===== src/ocd_pkg.sv =====
package ocd_pkg;

    // Register byte addresses
    localparam logic [7:0] OCD_ADDR_OSC_CONTROL = 8'h00;
    localparam logic [7:0] OCD_ADDR_CLOCK_DIVIDER = 8'h04;
    localparam logic [7:0] OCD_ADDR_INT_STATUS = 8'h08;
    localparam logic [7:0] OCD_ADDR_INT_MASK = 8'h0C;

    // Oscillator control field positions
    localparam int OSC_CURRENT_SOURCE_STATUS_LSB = 12;
    localparam int OSC_NEW_SOURCE_SELECT_LSB = 8;
    localparam int OSC_PLL_SETTLED_BIT = 5;
    localparam int OSC_CLOCK_FAIL_BIT = 3;
    localparam int OSC_SECONDARY_OSC_EN_BIT = 1;
    localparam int OSC_SWITCH_REQ_BIT = 0;

    // Clock divider field positions
    localparam int DIV_WAKE_RESTORE_BIT = 15;
    localparam int DIV_CPU_RATIO_LSB = 12;
    localparam int DIV_RATIO_APPLY_BIT = 11;
    localparam int DIV_FRC_POSTDIV_LSB = 8;

    // Clock divider reset values
    localparam logic DIV_WAKE_RESTORE_RST = 1'b0;
    localparam logic [2:0] DIV_CPU_RATIO_RST = 3'h0;
    localparam logic DIV_RATIO_APPLY_RST = 1'b0;
    localparam logic [2:0] DIV_FRC_POSTDIV_RST = 3'h1;

    // Clock sources that run through the PLL
    localparam logic [2:0] SRC_FRC_PLL = 3'h1;
    localparam logic [2:0] SRC_PRI_PLL = 3'h3;

    // Interrupt status bits
    localparam int INT_W = 3;
    localparam int INT_CLOCK_FAIL = 0;
    localparam int INT_SWITCH_DONE = 1;
    localparam int INT_SWITCH_ABORT = 2;

    // Synchroniser vector layout
    localparam int SYNC_W = 9;
    localparam int SY_BOOT_LSB = 0;
    localparam int SY_PERMIT_N = 3;
    localparam int SY_PLL_LOCK = 4;
    localparam int SY_PLL_TIMER = 5;
    localparam int SY_FAIL = 6;
    localparam int SY_MUX_DONE = 7;
    localparam int SY_FRC = 8;

    // Cycles after reset release before the boot setting is trusted
    localparam logic [1:0] BOOT_SYNC_CYCLES = 2'h2;

    typedef enum logic [1:0] {
        ST_BOOT = 2'b00,
        ST_IDLE = 2'b01,
        ST_SWITCH = 2'b10
    } ocd_state_e;

endpackage : ocd_pkg


===== src/ocd_osc_control.sv =====
// Operation
// - PLL-settled reads 1 when PLL locked or start-up timer expired, else 0.
// - PLL-settled forced 0 during a valid switch and in non-PLL modes.
// - Clock-fail flag sets when the fail-safe monitor reports a clock failure while switching is permitted.
// - Secondary oscillator runs while its enable bit is 1.
// - Writing 1 to switch request starts a switch to the new-source field.
// - Switch request reads 0 once the switch has completed.
// - Reset loads current and new source fields from the boot source setting.
// - Unimplemented bits read 0 and ignore writes.
// - CPU ratio code n gives CPU to peripheral ratio 1:2^n.
// - CPU ratio applies only while ratio-apply enable is 1, else 1:1.
// - Fast RC postscaler divides by 2^code; 110 gives 125 kHz, 101 gives 250 kHz.
// - An interrupt with wake-restore set clears ratio-apply enable.
// - Request with new source equal to current source is aborted and cleared.
// - A valid switch start clears PLL-settled and clock-fail flags.
// - Switching disabled holds switch request at 0; the new-source field still takes writes.
`timescale 1ns/100ps
module ocd_osc_control (
    input wire logic clk_sys_in,
    input wire logic rst_n_in,
    input wire logic clk_en_in,
    input wire logic psel_in,
    input wire logic penable_in,
    input wire logic pwrite_in,
    input wire logic [7:0] paddr_in,
    input wire logic [31:0] pwdata_in,
    output logic [31:0] prdata_out,
    output logic pready_out,
    output logic pslverr_out,
    input wire logic [2:0] boot_source_config_in,
    input wire logic switch_permit_config_n_in,
    input wire logic pll_locked_in,
    input wire logic osc_startup_timer_done_in,
    input wire logic fail_safe_monitor_fail_in,
    input wire logic mux_switched_in,
    input wire logic fast_rc_osc_in,
    input wire logic cpu_irq_in,
    output logic switch_start_out,
    output logic [2:0] switch_target_out,
    output logic [2:0] current_source_out,
    output logic pll_settled_out,
    output logic clock_fail_flag_out,
    output logic secondary_osc_enable_out,
    output logic cpu_clk_en_out,
    output logic fast_rc_clk_en_out,
    output logic irq_out
);
    import ocd_pkg::*;

    typedef struct packed {
        ocd_state_e st;
        logic [1:0] boot_cnt;
        logic [SYNC_W-1:0] sync1;
        logic [SYNC_W-1:0] sync2;
        logic frc_prev;
        logic [2:0] current_source_status;
        logic [2:0] new_source_select;
        logic switch_request;
        logic cf;
        logic secondary_osc;
        logic start;
        logic wake_restore_ratio;
        logic [2:0] cpu_ratio_select;
        logic ratio_apply_enable;
        logic [2:0] fast_rc_postdiv;
        logic [INT_W-1:0] int_status;
        logic [INT_W-1:0] int_mask;
        logic [31:0] prdata;
    } ocd_regs_s;

    ocd_regs_s r;
    ocd_regs_s next_r;

    logic wr_access;
    logic rd_setup;
    logic mapped;
    logic permit;
    logic pll_mode;
    logic pll_settled;
    logic [2:0] ratio_code;
    logic frc_edge;
    logic [15:0] osc_word;
    logic [15:0] div_word;
    logic [INT_W-1:0] events;
    logic [2:0] req_new_source_select;

    assign mapped = (paddr_in == OCD_ADDR_OSC_CONTROL) || (paddr_in == OCD_ADDR_CLOCK_DIVIDER) ||
        (paddr_in == OCD_ADDR_INT_STATUS) || (paddr_in == OCD_ADDR_INT_MASK);
    assign pready_out = psel_in && penable_in;
    assign pslverr_out = pready_out && !mapped;
    assign wr_access = pready_out && pwrite_in && mapped;
    assign rd_setup = psel_in && !penable_in;

    assign permit = !r.sync2[SY_PERMIT_N];
    assign pll_mode = (r.current_source_status == SRC_FRC_PLL) || (r.current_source_status == SRC_PRI_PLL);
    // Settled only outside a switch and in a PLL mode
    assign pll_settled = (r.st == ST_IDLE) && pll_mode &&
        (r.sync2[SY_PLL_LOCK] || r.sync2[SY_PLL_TIMER]);
    assign frc_edge = r.sync2[SY_FRC] && !r.frc_prev;
    // Ratio falls back to 1:1 while apply enable is low
    assign ratio_code = r.ratio_apply_enable ? r.cpu_ratio_select : 3'h0;

    // Unimplemented bits read as zero
    assign osc_word = {1'b0, r.current_source_status, 1'b0, r.new_source_select, 2'b00, pll_settled, 1'b0, r.cf,
        1'b0, r.secondary_osc, r.switch_request};
    assign div_word = {r.wake_restore_ratio, r.cpu_ratio_select, r.ratio_apply_enable, r.fast_rc_postdiv, 8'h00};

    always_comb begin
        next_r = r;
        events = '0;
        req_new_source_select = r.new_source_select;
        next_r.sync1 = {fast_rc_osc_in, mux_switched_in, fail_safe_monitor_fail_in,
            osc_startup_timer_done_in, pll_locked_in, switch_permit_config_n_in,
            boot_source_config_in};
        next_r.sync2 = r.sync1;
        next_r.frc_prev = r.sync2[SY_FRC];
        next_r.start = 1'b0;

        if (rd_setup) begin
            case (paddr_in)
                OCD_ADDR_OSC_CONTROL: next_r.prdata = {16'h0000, osc_word};
                OCD_ADDR_CLOCK_DIVIDER: next_r.prdata = {16'h0000, div_word};
                OCD_ADDR_INT_STATUS: next_r.prdata = {{(32 - INT_W){1'b0}}, r.int_status};
                OCD_ADDR_INT_MASK: next_r.prdata = {{(32 - INT_W){1'b0}}, r.int_mask};
                default: next_r.prdata = 32'h0000_0000;
            endcase
        end

        if (wr_access) begin
            case (paddr_in)
                OCD_ADDR_OSC_CONTROL: begin
                    next_r.secondary_osc = pwdata_in[OSC_SECONDARY_OSC_EN_BIT];
                    if (!pwdata_in[OSC_CLOCK_FAIL_BIT]) begin
                        next_r.cf = 1'b0;
                    end
                    if (r.st != ST_SWITCH) begin
                        req_new_source_select = pwdata_in[OSC_NEW_SOURCE_SELECT_LSB +: 3];
                        next_r.new_source_select = req_new_source_select;
                    end
                end
                OCD_ADDR_CLOCK_DIVIDER: begin
                    next_r.wake_restore_ratio = pwdata_in[DIV_WAKE_RESTORE_BIT];
                    next_r.cpu_ratio_select = pwdata_in[DIV_CPU_RATIO_LSB +: 3];
                    next_r.ratio_apply_enable = pwdata_in[DIV_RATIO_APPLY_BIT];
                    next_r.fast_rc_postdiv = pwdata_in[DIV_FRC_POSTDIV_LSB +: 3];
                end
                OCD_ADDR_INT_MASK: next_r.int_mask = pwdata_in[INT_W-1:0];
                default: begin
                end
            endcase
        end

        // Interrupt clears ratio apply when wake restore is set
        if (cpu_irq_in && r.wake_restore_ratio) begin
            next_r.ratio_apply_enable = 1'b0;
        end

        case (r.st)
            ST_BOOT: begin
                next_r.boot_cnt = r.boot_cnt + 2'h1;
                if (r.boot_cnt == BOOT_SYNC_CYCLES) begin
                    // Both source fields follow the boot setting
                    next_r.current_source_status = r.sync2[SY_BOOT_LSB +: 3];
                    next_r.new_source_select = r.sync2[SY_BOOT_LSB +: 3];
                    next_r.st = ST_IDLE;
                end
            end
            ST_IDLE: begin
                if (wr_access && (paddr_in == OCD_ADDR_OSC_CONTROL) &&
                    pwdata_in[OSC_SWITCH_REQ_BIT] && permit) begin
                    if (req_new_source_select == r.current_source_status) begin
                        events[INT_SWITCH_ABORT] = 1'b1;
                    end else begin
                        next_r.switch_request = 1'b1;
                        next_r.start = 1'b1;
                        next_r.cf = 1'b0;
                        next_r.st = ST_SWITCH;
                    end
                end
            end
            ST_SWITCH: begin
                // Request held until the multiplexer has moved or switching is disabled
                if (r.sync2[SY_MUX_DONE]) begin
                    next_r.switch_request = 1'b0;
                    next_r.current_source_status = r.new_source_select;
                    next_r.st = ST_IDLE;
                    events[INT_SWITCH_DONE] = 1'b1;
                end
            end
            default: next_r.st = ST_BOOT;
        endcase

        if (!permit) begin
            next_r.switch_request = 1'b0;
        end

        // Monitor reports only while switching is permitted; set wins over a write clear, a switch start wins over set
        if (permit && r.sync2[SY_FAIL] && !next_r.start) begin
            next_r.cf = 1'b1;
            events[INT_CLOCK_FAIL] = !r.cf;
        end

        next_r.int_status = r.int_status;
        if (wr_access && (paddr_in == OCD_ADDR_INT_STATUS)) begin
            next_r.int_status = r.int_status & ~pwdata_in[INT_W-1:0];
        end
        next_r.int_status = next_r.int_status | events;
    end

    always_ff @(posedge clk_sys_in or negedge rst_n_in) begin
        if (!rst_n_in) begin
            r <= '0;
            r.st <= ST_BOOT;
            r.wake_restore_ratio <= DIV_WAKE_RESTORE_RST;
            r.cpu_ratio_select <= DIV_CPU_RATIO_RST;
            r.ratio_apply_enable <= DIV_RATIO_APPLY_RST;
            r.fast_rc_postdiv <= DIV_FRC_POSTDIV_RST;
        end else if (clk_en_in) begin
            r <= next_r;
        end
    end

    // CPU clock enable, one pulse per 2^n system cycles
    ocd_pow2_tick #(
        .CODE_W(3)
    ) u_cpu_ratio (
        .clk_sys_in(clk_sys_in),
        .rst_n_in(rst_n_in),
        .clk_en_in(clk_en_in),
        .step_in(1'b1),
        .code_in(ratio_code),
        .tick_out(cpu_clk_en_out)
    );

    // Fast RC postscaler, one pulse per 2^code oscillator rising edges
    ocd_pow2_tick #(
        .CODE_W(3)
    ) u_frc_postdiv (
        .clk_sys_in(clk_sys_in),
        .rst_n_in(rst_n_in),
        .clk_en_in(clk_en_in),
        .step_in(frc_edge),
        .code_in(r.fast_rc_postdiv),
        .tick_out(fast_rc_clk_en_out)
    );

    assign prdata_out = r.prdata;
    assign switch_start_out = r.start;
    assign switch_target_out = r.new_source_select;
    assign current_source_out = r.current_source_status;
    assign pll_settled_out = pll_settled;
    assign clock_fail_flag_out = r.cf;
    assign secondary_osc_enable_out = r.secondary_osc;
    assign irq_out = |(r.int_status & r.int_mask);
endmodule : ocd_osc_control


===== src/ocd_pow2_tick.sv =====
`timescale 1ns/100ps
module ocd_pow2_tick #(
    parameter int CODE_W = 3
) (
    input wire logic clk_sys_in,
    input wire logic rst_n_in,
    input wire logic clk_en_in,
    input wire logic step_in,
    input wire logic [CODE_W-1:0] code_in,
    output logic tick_out
);
    localparam int CNT_W = (1 << CODE_W) - 1;

    generate
        if (CODE_W < 1 || CODE_W > 5) begin : g_bad_width
            $error("ocd_pow2_tick: CODE_W must be 1 to 5");
        end
    endgenerate

    typedef struct packed {
        logic [CNT_W-1:0] count;
        logic tick;
    } ocd_tick_s;

    ocd_tick_s r;
    ocd_tick_s next_r;
    logic [CNT_W-1:0] last_count;

    // One tick per 2^code steps
    always_comb begin
        next_r = r;
        last_count = CNT_W'((64'h1 << code_in) - 64'h1);
        next_r.tick = 1'b0;
        if (step_in) begin
            if (r.count >= last_count) begin
                next_r.count = '0;
                next_r.tick = 1'b1;
            end else begin
                next_r.count = r.count + CNT_W'(1);
            end
        end
    end

    always_ff @(posedge clk_sys_in or negedge rst_n_in) begin
        if (!rst_n_in) begin
            r <= '0;
        end else if (clk_en_in) begin
            r <= next_r;
        end
    end

    assign tick_out = r.tick;

endmodule : ocd_pow2_tick


===== config.mk =====
export PLATFORM = sky130hd
export DESIGN_NAME = ocd_osc_control
export DESIGN_NICKNAME = d
export VERILOG_FILES = /design/src/ocd_pkg.sv /design/src/ocd_osc_control.sv /design/src/ocd_pow2_tick.sv
export SDC_FILE = /design/constraint.sdc
export NUM_CORES = 1
export LEC_CHECK = 0
export BUFFER_PORTS_ARGS = -buffer_cell sky130_fd_sc_hd__buf_2
export CORE_MARGIN = 4
export CORE_UTILIZATION = 43
export CTS_CLUSTER_DIAMETER = 150
export DETAILED_ROUTE_END_ITERATION = 10
export GPL_TIMING_DRIVEN = 0
export PLACE_DENSITY = 0.71
export SYNTH_ARGS = -nofsm -noshare
export SYNTH_HDL_FRONTEND = slang
export SYNTH_SLANG_ARGS = --single-unit

===== constraint.sdc =====
create_clock -name clk_sys_in -period 2.8 [get_ports clk_sys_in]
set_input_delay 0.14 -clock clk_sys_in [delete_from_list [all_inputs] [get_ports clk_sys_in]]
set_output_delay 0.14 -clock clk_sys_in [all_outputs]
set_load 0.02 [all_outputs]

Word level (Yosys, flattened, before mapping)
Index checks and enable logic that the tools add are counted.
{ "classes": {"addsub": 5, "magnitude_cmp": 2, "eq_ne": 17, "shifts": 2, "muxes": 42, "n_bitwise": 4, "reduce_logical": 43} }
{ "op_table": {"columns": ["op", "n"], "rows": [
  ["one-hot mux 16 bit (4 select lines)", 1],
  ["two-way mux 3 bit", 7],
  ["two-way mux 1 bit", 18],
  ["== test 8 x 4 -> 1 bit, second input constant", 2],
  ["two-way mux 2 bit", 8],
  ["logical AND 1 bit", 15],
  ["adder 7 x 1 -> 7 bit, second input constant", 2],
  [">= comparator 7 bit", 2],
  ["two-way mux 7 bit", 2],
  ["left shift 1 x 3 -> 7 bit, first input constant", 2],
  ["subtractor 7 x 1 -> 7 bit, second input constant", 2],
  ["AND reduction 3 bit", 4],
  ["AND reduction 5 bit", 2],
  ["== test 8 x 3 -> 1 bit, second input constant", 1],
  ["zero test 8 bit", 1],
  ["two-way mux 4 bit", 2],
  ["!= test 2 bit, second input constant", 4],
  ["bitwise AND 3 bit", 2],
  ["zero test 1 bit", 6],
  ["two-way mux 6 bit", 1],
  ["!= test 3 bit, second input constant", 2],
  ["one-hot mux 2 bit (3 select lines)", 1],
  ["one-hot mux 3 bit (2 select lines)", 1],
  ["AND reduction 2 bit", 3],
  ["other kinds (17)", 24]
]} }
{ "totals": {"regBits": 95, "inputBits": 56, "output_inout_bits": 47, "wordCells": 137} }

Logic depth before layout (Yosys ltp)
Gate-level depths: netlist (run 1).
{ "depth": {"word_depth": 14, "depth_mapped": 12, "mapped_depth_nobuf": 11} }

Hierarchy
A second synthesis (run 1) with hierarchy kept.
{ "hier_totals": {"hier_cells": 427, "area_unflattened_um2": 4306.6} }
{ "by_module_without_submodules": {"columns": ["module", "n_inst", "cells_each", "area_each_um2", "seq_area_each_um2"], "rows": [
  ["ocd_osc_control", 1, 301, 3108.0, 1502.7],
  ["ocd_pow2_tick", 2, 63, 599.3, 200.2]
]} }

Worst setup path after synthesis (run 1)
Ideal clock, no wire load.
{ "synth_path": {"path_type": "reg-to-reg", "start": "register r (netlist bit div_word[10])", "end": "register u_frc_postdiv.r (netlist bit u_frc_postdiv.tick_out)", "setup_time_ns": 0.121, "arrival_time_ns": 2.789, "required_ns": 2.679, "path_slack_ns": -0.110, "path_stages_with_launch": 12, "n_path_buf": 1, "period_less_slack_ns": 2.910, "path_cell_list": "dfrtp_1 -> clkbuf_1 -> or3_1 -> ha_1 -> nor3_1 -> a21oi_1 -> o21a_1 -> ha_1 -> and3_1 -> a221oi_1 -> nand2_1 -> a22o_1"} }
{ "synth_between": {"elab_chain_len": 5} }
{ "synth_rtl": {"columns": ["item", "line_no", "text"], "rows": [
  ["start: declaration", "ocd_osc_control.sv:71", "ocd_regs_s r;"],
  ["start signal: assignment", "ocd_osc_control.sv:219", "r <= next_r;"],
  ["left shift 1 x 3 -> 7 bit", "ocd_pow2_tick.sv:32", "last_count = CNT_W'((64'h1 << code_in) - 64'h1);"],
  ["subtractor 7 x 1 -> 7 bit", "ocd_pow2_tick.sv:32", null],
  [">= comparator 7 bit", "ocd_pow2_tick.sv:35", "if (r.count >= last_count) begin"],
  ["two-way mux 1 bit", "ocd_pow2_tick.sv:35", null],
  ["two-way mux 1 bit", "ocd_pow2_tick.sv:34", "if (step_in) begin"],
  ["end signal: assignment", "ocd_pow2_tick.sv:48", "r <= next_r;"],
  ["end: declaration", "ocd_pow2_tick.sv:25", "ocd_tick_s r;"]
]} }
Every way passes these cells.
A chain may end at the register's enable or synchronous reset.

Final worst setup path (run 1)
{ "layout_path": {"start": "register r (netlist bit div_word[9])", "end": "register u_frc_postdiv.r (netlist bit u_frc_postdiv.tick_out)"} }
Same word-level chain as after synthesis.

==> results of run 1 <==
[synthesized netlist by cell type (all sizes together), types with 10 or more instances]
master / instances
dfrtp: 75
buf: 45
nand2: 44
mux2: 33
o21ai: 23
a21oi: 21
ha: 19
nor2: 17
nand2b: 14
nand3: 13
clkbuf: 12
a22oi: 10
[cells in the final DEF (no fill, tap or decap), drive strengths merged, types with 3 or more instances in the layout]
cell type  synthesis  final
buf               45    116
dfrtp             75     75
nand2             44     44
mux2              33     33
o21ai             23     23
a21oi             21     21
conb               1     19
ha                19     19
nor2              17     17
clkbuf            12     16
nand2b            14     14
nand3             13     13
a22oi             10     10
inv                8     10
xnor2              7      7
nor3               7      7
nor3b              6      6
and3               6      6
nand4              6      6
xor2               5      5
a31oi              5      5
a21o               4      4
mux2i              4      4
o211ai             3      3
and2               3      3
nor2b              3      3
and4               3      3
a32o               3      3
o22ai              3      3
a22o               3      3
nor4               3      3
[through the flow]
stage / power (W) / setup WS (ns)
final: 0.002553 / 0.1185
after global routing: 0.002677 / 0.001057
after CTS: 0.002570 / 0.001744
after detailed placement: 0.001618 / -0.2777
after global placement: 0.001600 / -0.2064
after floorplan: 0.001490 / 0.02064
[critical path, delay by kind of cell, from the launching register on]
| kind | cells | cell delay [ns] |
|---|---|---|
| fa+ha+maj | 2 | 0.52 |
| flops | 1 | 0.44 |
| compound gates | 3 | 0.64 |
| simple gates | 4 | 0.99 |
[routing by layer]
| layer | routed length, um | part of all wire |
|---|---|---|
| met1 | 4516 | 0.46 |
| met2 | 4630 | 0.47 |
| met3 | 667 | 0.067 |
| met4 | 99 | 0.010 |
| met5 | 0 | 0 |
[cells by family (layout without fill, tap and decap cells)]
kind of cell             Yosys count  after routing  share of synthesized area
other                              1             19                  0.0008498
buffers and inverters             65            149                    0.09158
multiplexers                      37             37                    0.09498
AO/OA/AOI/OAI                     92             92                     0.1381
flip-flops                        76             76                     0.4312
adder cells (fa/ha/maj)           19             19                    0.05387
XOR/XNOR                          12             12                    0.02552
AND/OR/NAND/NOR                  132            132                     0.1639
[repair_timing]
item / in CTS / in global routing
buffers inserted: 2 / 7
endpoints found under the hold margin: 33 / 0
endpoints found under the setup margin: 15 / 10
resized for setup: 8 / 5
pin swaps: 1 / 5
hold buffers: 2 / 0
[report_power, final]
| group | internal, W | total, W | switching [W] |
|---|---|---|---|
| Combinational | 0.000168 | 0.000358 | 0.000190 |
| Sequential | 0.00117 | 0.00125 | 0.0000754 |
| Clock | 0.000508 | 0.000948 | 0.000440 |
| Total | 0.00185 | 0.00255 | 0.000705 |
[cell type report]
cell class | count | area, sq um
multi-input cells | 311 | 2245
repair buffers | 73 | 415.4
flip-flops and latches | 76 | 1907
clock buffers | 9 | 123.9
clock inverters | 7 | 98.84
inverters | 8 | 30.03
well taps | 133 | 166.4
fillers | 864 | 4523
plain buffers | 52 | 355.3
[flip-flops by register name (all words and copies together) (netlist names), 3 cells and up]
signal,count
switch_target_out,3
u_frc_postdiv.r,7
div_word,8
r,19
current_source_out,3
next_r,10
u_cpu_ratio.r,7
prdata_out,13
[path summary, 6_finish.rpt]
| check | from | endpoint |
|---|---|---|
| setup / recovery | div_word[9]$_DFFE_PN0P_ | u_frc_postdiv.tick_out$_DFFE_PN0P_ |
| hold / removal | fail_safe_monitor_fail_in | next_r[63]$_DFFE_PN0P_ |
| setup reg to reg | div_word[9]$_DFFE_PN0P_ | u_frc_postdiv.tick_out$_DFFE_PN0P_ |
| hold reg to reg | prdata_out[1]$_DFFE_PN0P_ | prdata_out[1]$_DFFE_PN0P_ |
| max in group asynchronous | rst_n_in | switch_target_out[1]$_DFFE_PN0P_ |
| min in group asynchronous | rst_n_in | u_frc_postdiv.tick_out$_DFFE_PN0P_ |
==> flow_metrics.tcl, run 1 <==
set metrics [dict create \
    outcome "complete, no violations" \
    synthFlopType "dfrtp_1" \
    die_area_sq_um 11950 \
    top_usage_layer "met2" \
    vias 3492 \
    gp_congestion 0.8446 \
    final_max_slew_viol_count 0 \
    whs_path_depth 2 \
    route.detailed.drc 0 \
    cap_viol_max_count 0 \
    fin_crit_ns 2.682 \
    finalHoldViolCount 0 \
    clk_path_buf_depth 2 \
    avgRoutedWirePerCell_um 14.82 \
    ys_seq_area_frac 0.4312 \
    drt_wl_total_mm 9.914 \
    grt_pass1_wl_mm 15.90 \
    port_buffers 61 \
    synthCells 434 \
    critical_path_peak_fanout 6 \
    final_core_util 0.5415 \
    avgSynthCellArea_sq_um 10.17 \
    critical_path_arrival_ns 2.92 \
    grt_overflow_total 0 \
    rsz0062_at_grt "no" \
    p_leak_nw 2.469 \
    grt_pass1_vias 3197 \
    synth-edff-count 0 \
    ir_drop_mv 0.1987 \
    rows 36 \
    tightestPinTransition_ns 0.8325 \
    num-nets-final 606 \
    synthDominantCellAreaShare 0.4253 \
    dpl_cell_area_sq_um 4981 \
    ys_warn_count 0 \
    grt_util_met1 0.2356 \
    area_growth_pct 21.04 \
    grt_max_degree 44 \
    slew_headroom 0.4407 \
    io_pins 103 \
    slowest_stage "dfrtp_2" \
    critPathRequiredTime_ns 3.04 \
    insertion_delay_ns 0.35 \
    worst_setup_path_end_kind "flip-flop" \
    first_pass_iters 5 \
    viasPerCell 5.220 \
    ff2ff_path_depth 9 \
    netlist_area_sq_um 4413 \
    clkTransAtPathRegs_ns 0.08 \
    critPathLaunchType "flip-flop" \
    skew_ns 0.009094 \
    first_iter_violations 153 \
    drive_above_1_share 0.3433 \
    floorplan.initialDensity 0.4474 \
    dp.cells 647 \
    worstSetupPathType "flip-flop to flip-flop" \
    tritoncts "done" \
    die_w_um 109.3 \
    grt_usage 0.1684 \
    dpl.hpwl_mm 7.266 \
    ant_nets 0 \
    synthDistinctLibCells 63 \
    finalSetupTns_ns 0 \
    finalSetupViolations 0 \
    worstPathCellList "or3_4, ha_4, nor3_1, a21oi_1, ha_1, and3_4, a221oi_4, nand2_2, a22o_1" \
    synthArstFlopShare 1.000 \
    stdcell_area_sq_um 5341 \
    crit_path_max_incr_delay_ns 0.44 \
    use_met2 0.2684 \
    diodes 0 \
    final-instance-count-excl-fill 669 \
    hold_slack_ns 0.01588 \
    ys_ff_latch 76 \
    cts.sinks 76 \
    post-route-period-util 0.9577 \
    synth_area_leaders "dfrtp_1 (43%), mux2_2 (8.2%), buf_4 (6.5%)" \
    p_per_area_nw_per_um2 478.0 \
    grt_antenna_before_repair 0 \
    cts_made_buffers 9 \
    fmax_mhz 372.9 \
    grt_use_met3 0.02760 \
    coreArea_sq_um 9864 \
    fp.dieH_um 109.3 \
    root_buffer "clkbuf_8" \
    yosysTopAreaCell "dfrtp_1" \
    ctsHtreeMaxLevel 3 \
    hold_class "input port to flip-flop" \
    r2r_slack_ns 0.12 \
]
Note: power is estimated with default switching activity, not from simulation.
==> run 2: changes to the inputs <==
--- a/config.mk
+++ b/config.mk
@@ -11,7 +11,7 @@
 export CTS_CLUSTER_DIAMETER = 150
 export DETAILED_ROUTE_END_ITERATION = 10
 export GPL_TIMING_DRIVEN = 0
-export PLACE_DENSITY = 0.71
+export PLACE_DENSITY = 0.69
 export SYNTH_ARGS = -nofsm -noshare
 export SYNTH_HDL_FRONTEND = slang
 export SYNTH_SLANG_ARGS = --single-unit
==> flow_metrics.tcl, run 2 (synthesized netlist as in run 1, its figures left out) <==
set metrics [dict create \
    regMostFlops "r" \
    drt_wl_total_mm 9.872 \
    finalHoldViolCount 0 \
    io_pins 103 \
    grt_overflow_total 0 \
    gp_congestion 0.8514 \
    finalSetupViolations 0 \
    first_iter_violations 189 \
    fp.dieH_um 109.3 \
    post-route-period-util 0.9630 \
    tritoncts "done" \
    drive_above_1_share 0.3314 \
    ir_drop_mv 0.2021 \
    critical_path_arrival_ns 2.93 \
    coreArea_sq_um 9864 \
    fmax_mhz 370.9 \
    critPathLaunchType "flip-flop" \
    fill_cells 882 \
    port_buffers 61 \
    area_growth_pct 19.65 \
    worstSetupPathType "flip-flop to flip-flop" \
    ctsHtreeMaxLevel 3 \
    cts_made_buffers 9 \
    clkTransAtPathRegs_ns 0.08 \
    root_buffer "clkbuf_8" \
    rows 36 \
    critical_path_peak_fanout 6 \
    mostFrequentLayoutCells "dfrtp_1 (72), buf_2 (62), nand2_1 (43)" \
    floorplan.initialDensity 0.4474 \
    critPathRequiredTime_ns 3.04 \
    vias 3435 \
    cts.sinks 76 \
    grt_antenna_before_repair 0 \
    outcome "complete, no violations" \
    grt_pass1_wl_mm 16.21 \
    p_leak_nw 2.424 \
    final_common_cell "dfrtp_1" \
    p_per_area_nw_per_um2 479.1 \
    die_w_um 109.3 \
    grt_max_degree 72 \
    skew_ns 0.006475 \
    final-instance-count-excl-fill 661 \
    insertion_delay_ns 0.35 \
    hold_class "input port to flip-flop" \
    largest_reg_flops 19 \
    ant_nets 0 \
    num-nets-final 598 \
    power_w 0.002530 \
    rsz0062_at_grt "yes" \
    diodes 0 \
    clk_path_buf_depth 2 \
    grt_pass1_vias 3292 \
    route.detailed.drc 0 \
    dp.cells 647 \
    worst_setup_path_end_kind "flip-flop" \
    fin_crit_ns 2.696 \
    slew_headroom 0.4744 \
    die_area_sq_um 11950 \
    seq_area_sq_um 1907 \
    grt_usage 0.1743 \
    first_pass_iters 4 \
    dpl.hpwl_mm 7.292 \
    tightestPinTransition_ns 0.7824 \
    cap_viol_max_count 0 \
    final_max_slew_viol_count 0 \
    avgRoutedWirePerCell_um 14.93 \
    viasPerCell 5.197 \
    multiInputGateArea_sq_um 2240 \
]
run 2: cell types whose count changed in the layout (fill, tap and decap cells not counted), sizes merged:
cell and delta:
dlygate4sd3 -1, inv -2, clkbuf +2, clkinv -1, buf -6
run 2: metal layers:
| layer | GRT usage | vias up | part of all wire |
|---|---|---|---|
| met5 | 0 | - | 0 |
| met4 | 0.07124 | 0 | 0.014 |
| met3 | 0.02584 | 10 | 0.059 |
| met2 | 0.2732 | 106 | 0.47 |
| met1 | 0.2432 | 1640 | 0.46 |
| li1 | - | 1679 | - |
run 2: power by group:
part	switching (W)	internal, W	total (W)
clock	0.000402	0.000526	0.000928
combinational	0.000189	0.000167	0.000357
sequential	0.0000728	0.00117	0.00125
run 2: worst paths after layout:
| path | cells after the start | slack, ns | to | start |
|---|---|---|---|---|
| min in group asynchronous | 2 | 0.14 | u_cpu_ratio.tick_out$_DFFE_PN0P_ | rst_n_in |
| worst max register to register | 10 | 0.10 | u_frc_postdiv.tick_out$_DFFE_PN0P_ | div_word[9]$_DFFE_PN0P_ |
| max in group asynchronous | 3 | 2.08 | div_word[8]$_DFFE_PN1P_ | rst_n_in |
| worst max-delay path | 10 | 0.10 | u_frc_postdiv.tick_out$_DFFE_PN0P_ | div_word[9]$_DFFE_PN0P_ |
| worst min register to register | 2 | 0.48 | prdata_out[5]$_DFFE_PN0P_ | prdata_out[5]$_DFFE_PN0P_ |
| worst min-delay path | 2 | 0.02 | next_r[64]$_DFFE_PN0P_ | mux_switched_in |
run 2: timing repair:
action | in CTS | in global routing
pin swaps | 1 | 3
endpoints found under the hold margin | 75 | 0
gates cloned | 0 | 0
buffers inserted | 2 | 1
hold buffers | 1 | 0
endpoints found under the setup margin | 15 | 11
resized for setup | 7 | 5
run 2: area by class of cell:
type / instances / area share
buffer: 51 / 0.06659
clock buffer: 12 / 0.02749
clock inverter: 4 / 0.01374
inverter: 8 / 0.005687
multi-input combinational: 311 / 0.4242
sequential: 76 / 0.3611
tap: 133 / 0.03152
timing repair buffer: 66 / 0.06967
run 2: through the flow:
step | instance area [sq um] | TNS [ns] | hold WS (ns) | setup WS, ns | util
final | 5280 | 0 | 0.01783 | 0.1035 | 0.5353
after global routing | 5280 | -0.03199 | 0.01000 | -0.02819 | 0.5353
after CTS | 5251 | 0 | 0.006447 | 0.005820 | 0.5323
after detailed placement | 4989 | -1.412 | -0.02954 | -0.2590 | 0.5057
after global placement | 4959 | -0.8908 | 0.3733 | -0.2118 | 0.5027
after floorplan | 4487 | 0 | -0.1556 | 0.02064 | -
run 2: critical path, stage by stage, from the launching register on:
cell and delay (ns):
dfrtp_2 0.44, or3_4 0.40, ha_4 0.20, nor3_2 0.16, a21oi_1 0.06, o21a_1 0.17, ha_1 0.26, and3_1 0.18
a221oi_4 0.33, nand2_2 0.14, a22o_1 0.24
==> run 3: changes to the inputs <==
--- a/config.mk
+++ b/config.mk
@@ -6,7 +6,7 @@
 export NUM_CORES = 1
 export LEC_CHECK = 0
 export BUFFER_PORTS_ARGS = -buffer_cell sky130_fd_sc_hd__buf_2
-export CORE_MARGIN = 4
+export CORE_MARGIN = 10
 export CORE_UTILIZATION = 43
 export CTS_CLUSTER_DIAMETER = 150
 export DETAILED_ROUTE_END_ITERATION = 10
==> flow_metrics.tcl, run 3 (synthesized netlist as in run 1, its figures left out) <==
set metrics [dict create \
    p_sw_frac 0.2769 \
    worst_setup_path_end_kind "flip-flop" \
    slew_headroom 0.4619 \
    fill_cells 902 \
    mostFrequentLayoutCells "dfrtp_1 (72), buf_2 (62), buf_4 (46)" \
    grt_pass1_vias 3442 \
    coreArea_sq_um 9864 \
    clock_power_share 0.333 \
    critPathRequiredTime_ns 3.04 \
    floorplan.initialDensity 0.4474 \
    num-nets-final 602 \
    hold_class "input port to flip-flop" \
    ant_nets 0 \
    cts_made_buffers 9 \
    tritoncts "done" \
    final_core_util 0.5344 \
    skew_ns 0.009403 \
    grt_pass1_wl_mm 17.39 \
    critPathLaunchType "flip-flop" \
    post-route-period-util 0.9738 \
    final_common_cell "dfrtp_1" \
    viasPerCell 5.212 \
    regMostFlops "r" \
    drt_wl_total_mm 10.49 \
    hold_slack_ns 0.02009 \
    avgRoutedWirePerCell_um 15.80 \
    fmax_mhz 366.7 \
    area_growth_pct 19.45 \
    die_area_sq_um 14710 \
    ctsHtreeMaxLevel 3 \
    fin_crit_ns 2.727 \
    cp-startpoint "div_word[9]$_DFFE_PN0P_" \
    root_buffer "clkbuf_8" \
    rows 36 \
    clkTransAtPathRegs_ns 0.08 \
    route.detailed.drc 0 \
    cts.sinks 76 \
    hold_start "fast_rc_osc_in" \
    grt_usage 0.1441 \
    finalSetupViolations 0 \
    ir_drop_mv 0.2333 \
    comb_power_share 0.150 \
    finalHoldViolCount 0 \
    critical_path_peak_fanout 6 \
    first_pass_iters 4 \
    grt_max_degree 70 \
    seq_area_sq_um 1907 \
    port_buffers 61 \
    dpl.hpwl_mm 7.953 \
    gp_congestion 0.8106 \
    grt_antenna_before_repair 0 \
    io_pins 103 \
    seq_power_share 0.517 \
    p_int_w 0.001741 \
    fp.dieH_um 121.3 \
    grt_overflow_total 0 \
    worstSetupPathType "flip-flop to flip-flop" \
    outcome "complete, no violations" \
    drive_above_1_share 0.3358 \
    multiInputGateArea_sq_um 2245 \
    p_leak_nw 2.429 \
    regToRegStartpoint "div_word[9]$_DFFE_PN0P_" \
    largest_reg_flops 19 \
    insertion_delay_ns 0.35 \
    final_max_slew_viol_count 0 \
    tightestPinTransition_ns 0.8011 \
    p_per_area_nw_per_um2 456.7 \
    vias 3461 \
    first_iter_violations 225 \
    finalSetupTns_ns 0 \
    clk_path_buf_depth 2 \
    critical_path_arrival_ns 2.97 \
    cap_viol_max_count 0 \
    die_w_um 121.3 \
    p_sw_w 0.0006666 \
    rsz0062_at_grt "yes" \
]
-- run 3: cell type report --
class                   instances  area share
plain buffers                  51     0.06670
diodes                          1   0.0004747
repair buffers                 70     0.07548
inverters                       8    0.005697
flip-flops and latches         76      0.3617
clock inverters                 3    0.007596
multi-input cells             311      0.4258
clock buffers                  11     0.02492
well taps                     133     0.03157
-- run 3: per-layer routing --
layer,track usage,wire [um],part of all wire,vias to the layer above
met1,0.1806,4660,0.44,1668
met5,0,0,0,-
met4,0.04694,133,0.013,0
met3,0.04653,807,0.077,9
li1,-,-,-,1691
met2,0.2290,4891,0.47,93
-- run 3: final timing paths --
kind,to,slack [ns],cells after the start
max,u_frc_postdiv.tick_out$_DFFE_PN0P_,0.07,10
min,next_r[65]$_DFFE_PN0P_,0.02,2
max reg2reg,u_frc_postdiv.tick_out$_DFFE_PN0P_,0.07,10
min reg2reg,r[75]$_DFFE_PN0P_,0.48,1
max in group asynchronous,div_word[8]$_DFFE_PN1P_,2.08,3
min in group asynchronous,u_cpu_ratio.tick_out$_DFFE_PN0P_,0.15,2
-- run 3: power groups by stage --
stage	combinational (W)	clock (W)	sequential (W)
floorplan	0.000246	0	0.00124
global placement	0.000339	0	0.00126
detailed placement	0.000358	0	0.00127
CTS	0.000364	0.000811	0.00124
global route	0.000407	0.000867	0.00126
finish	0.000362	0.000800	0.00124
-- run 3: per-stage QoR --
step | setup WS [ns] | area [sq um] | cells | power [W]
3_3_place_gp | -0.2179 | 4959 | 646 | 0.001601
3_5_place_dp | -0.2542 | 4989 | 647 | 0.001623
4_1_cts | 0.007814 | 5205 | 658 | 0.002419
2_1_floorplan | 0.02064 | 4487 | 452 | 0.001490
5_1_grt | -0.03524 | 5269 | 663 | 0.002533
6_report | 0.07331 | 5271 | 664 | 0.002407
-- run 3: worst max-delay path, stage by stage, from the launching register on --
cell and delay [ns]:
dfrtp_2 0.45, or3_4 0.43, ha_4 0.19, nor3_2 0.16, a21oi_1 0.06, o21a_1 0.17, ha_1 0.28, and3_4 0.17
a221oi_4 0.34, nand2_2 0.16, a22o_1 0.21
-- run 3: what timing repair did --
item                                   4_1_cts  5_1_grt
pin swaps                                    1        4
hold buffers                                 1        0
buffers inserted                             0        7
gates resized for setup                      9        4
setup endpoints to repair                   15       10
endpoints found under the hold margin       75        0
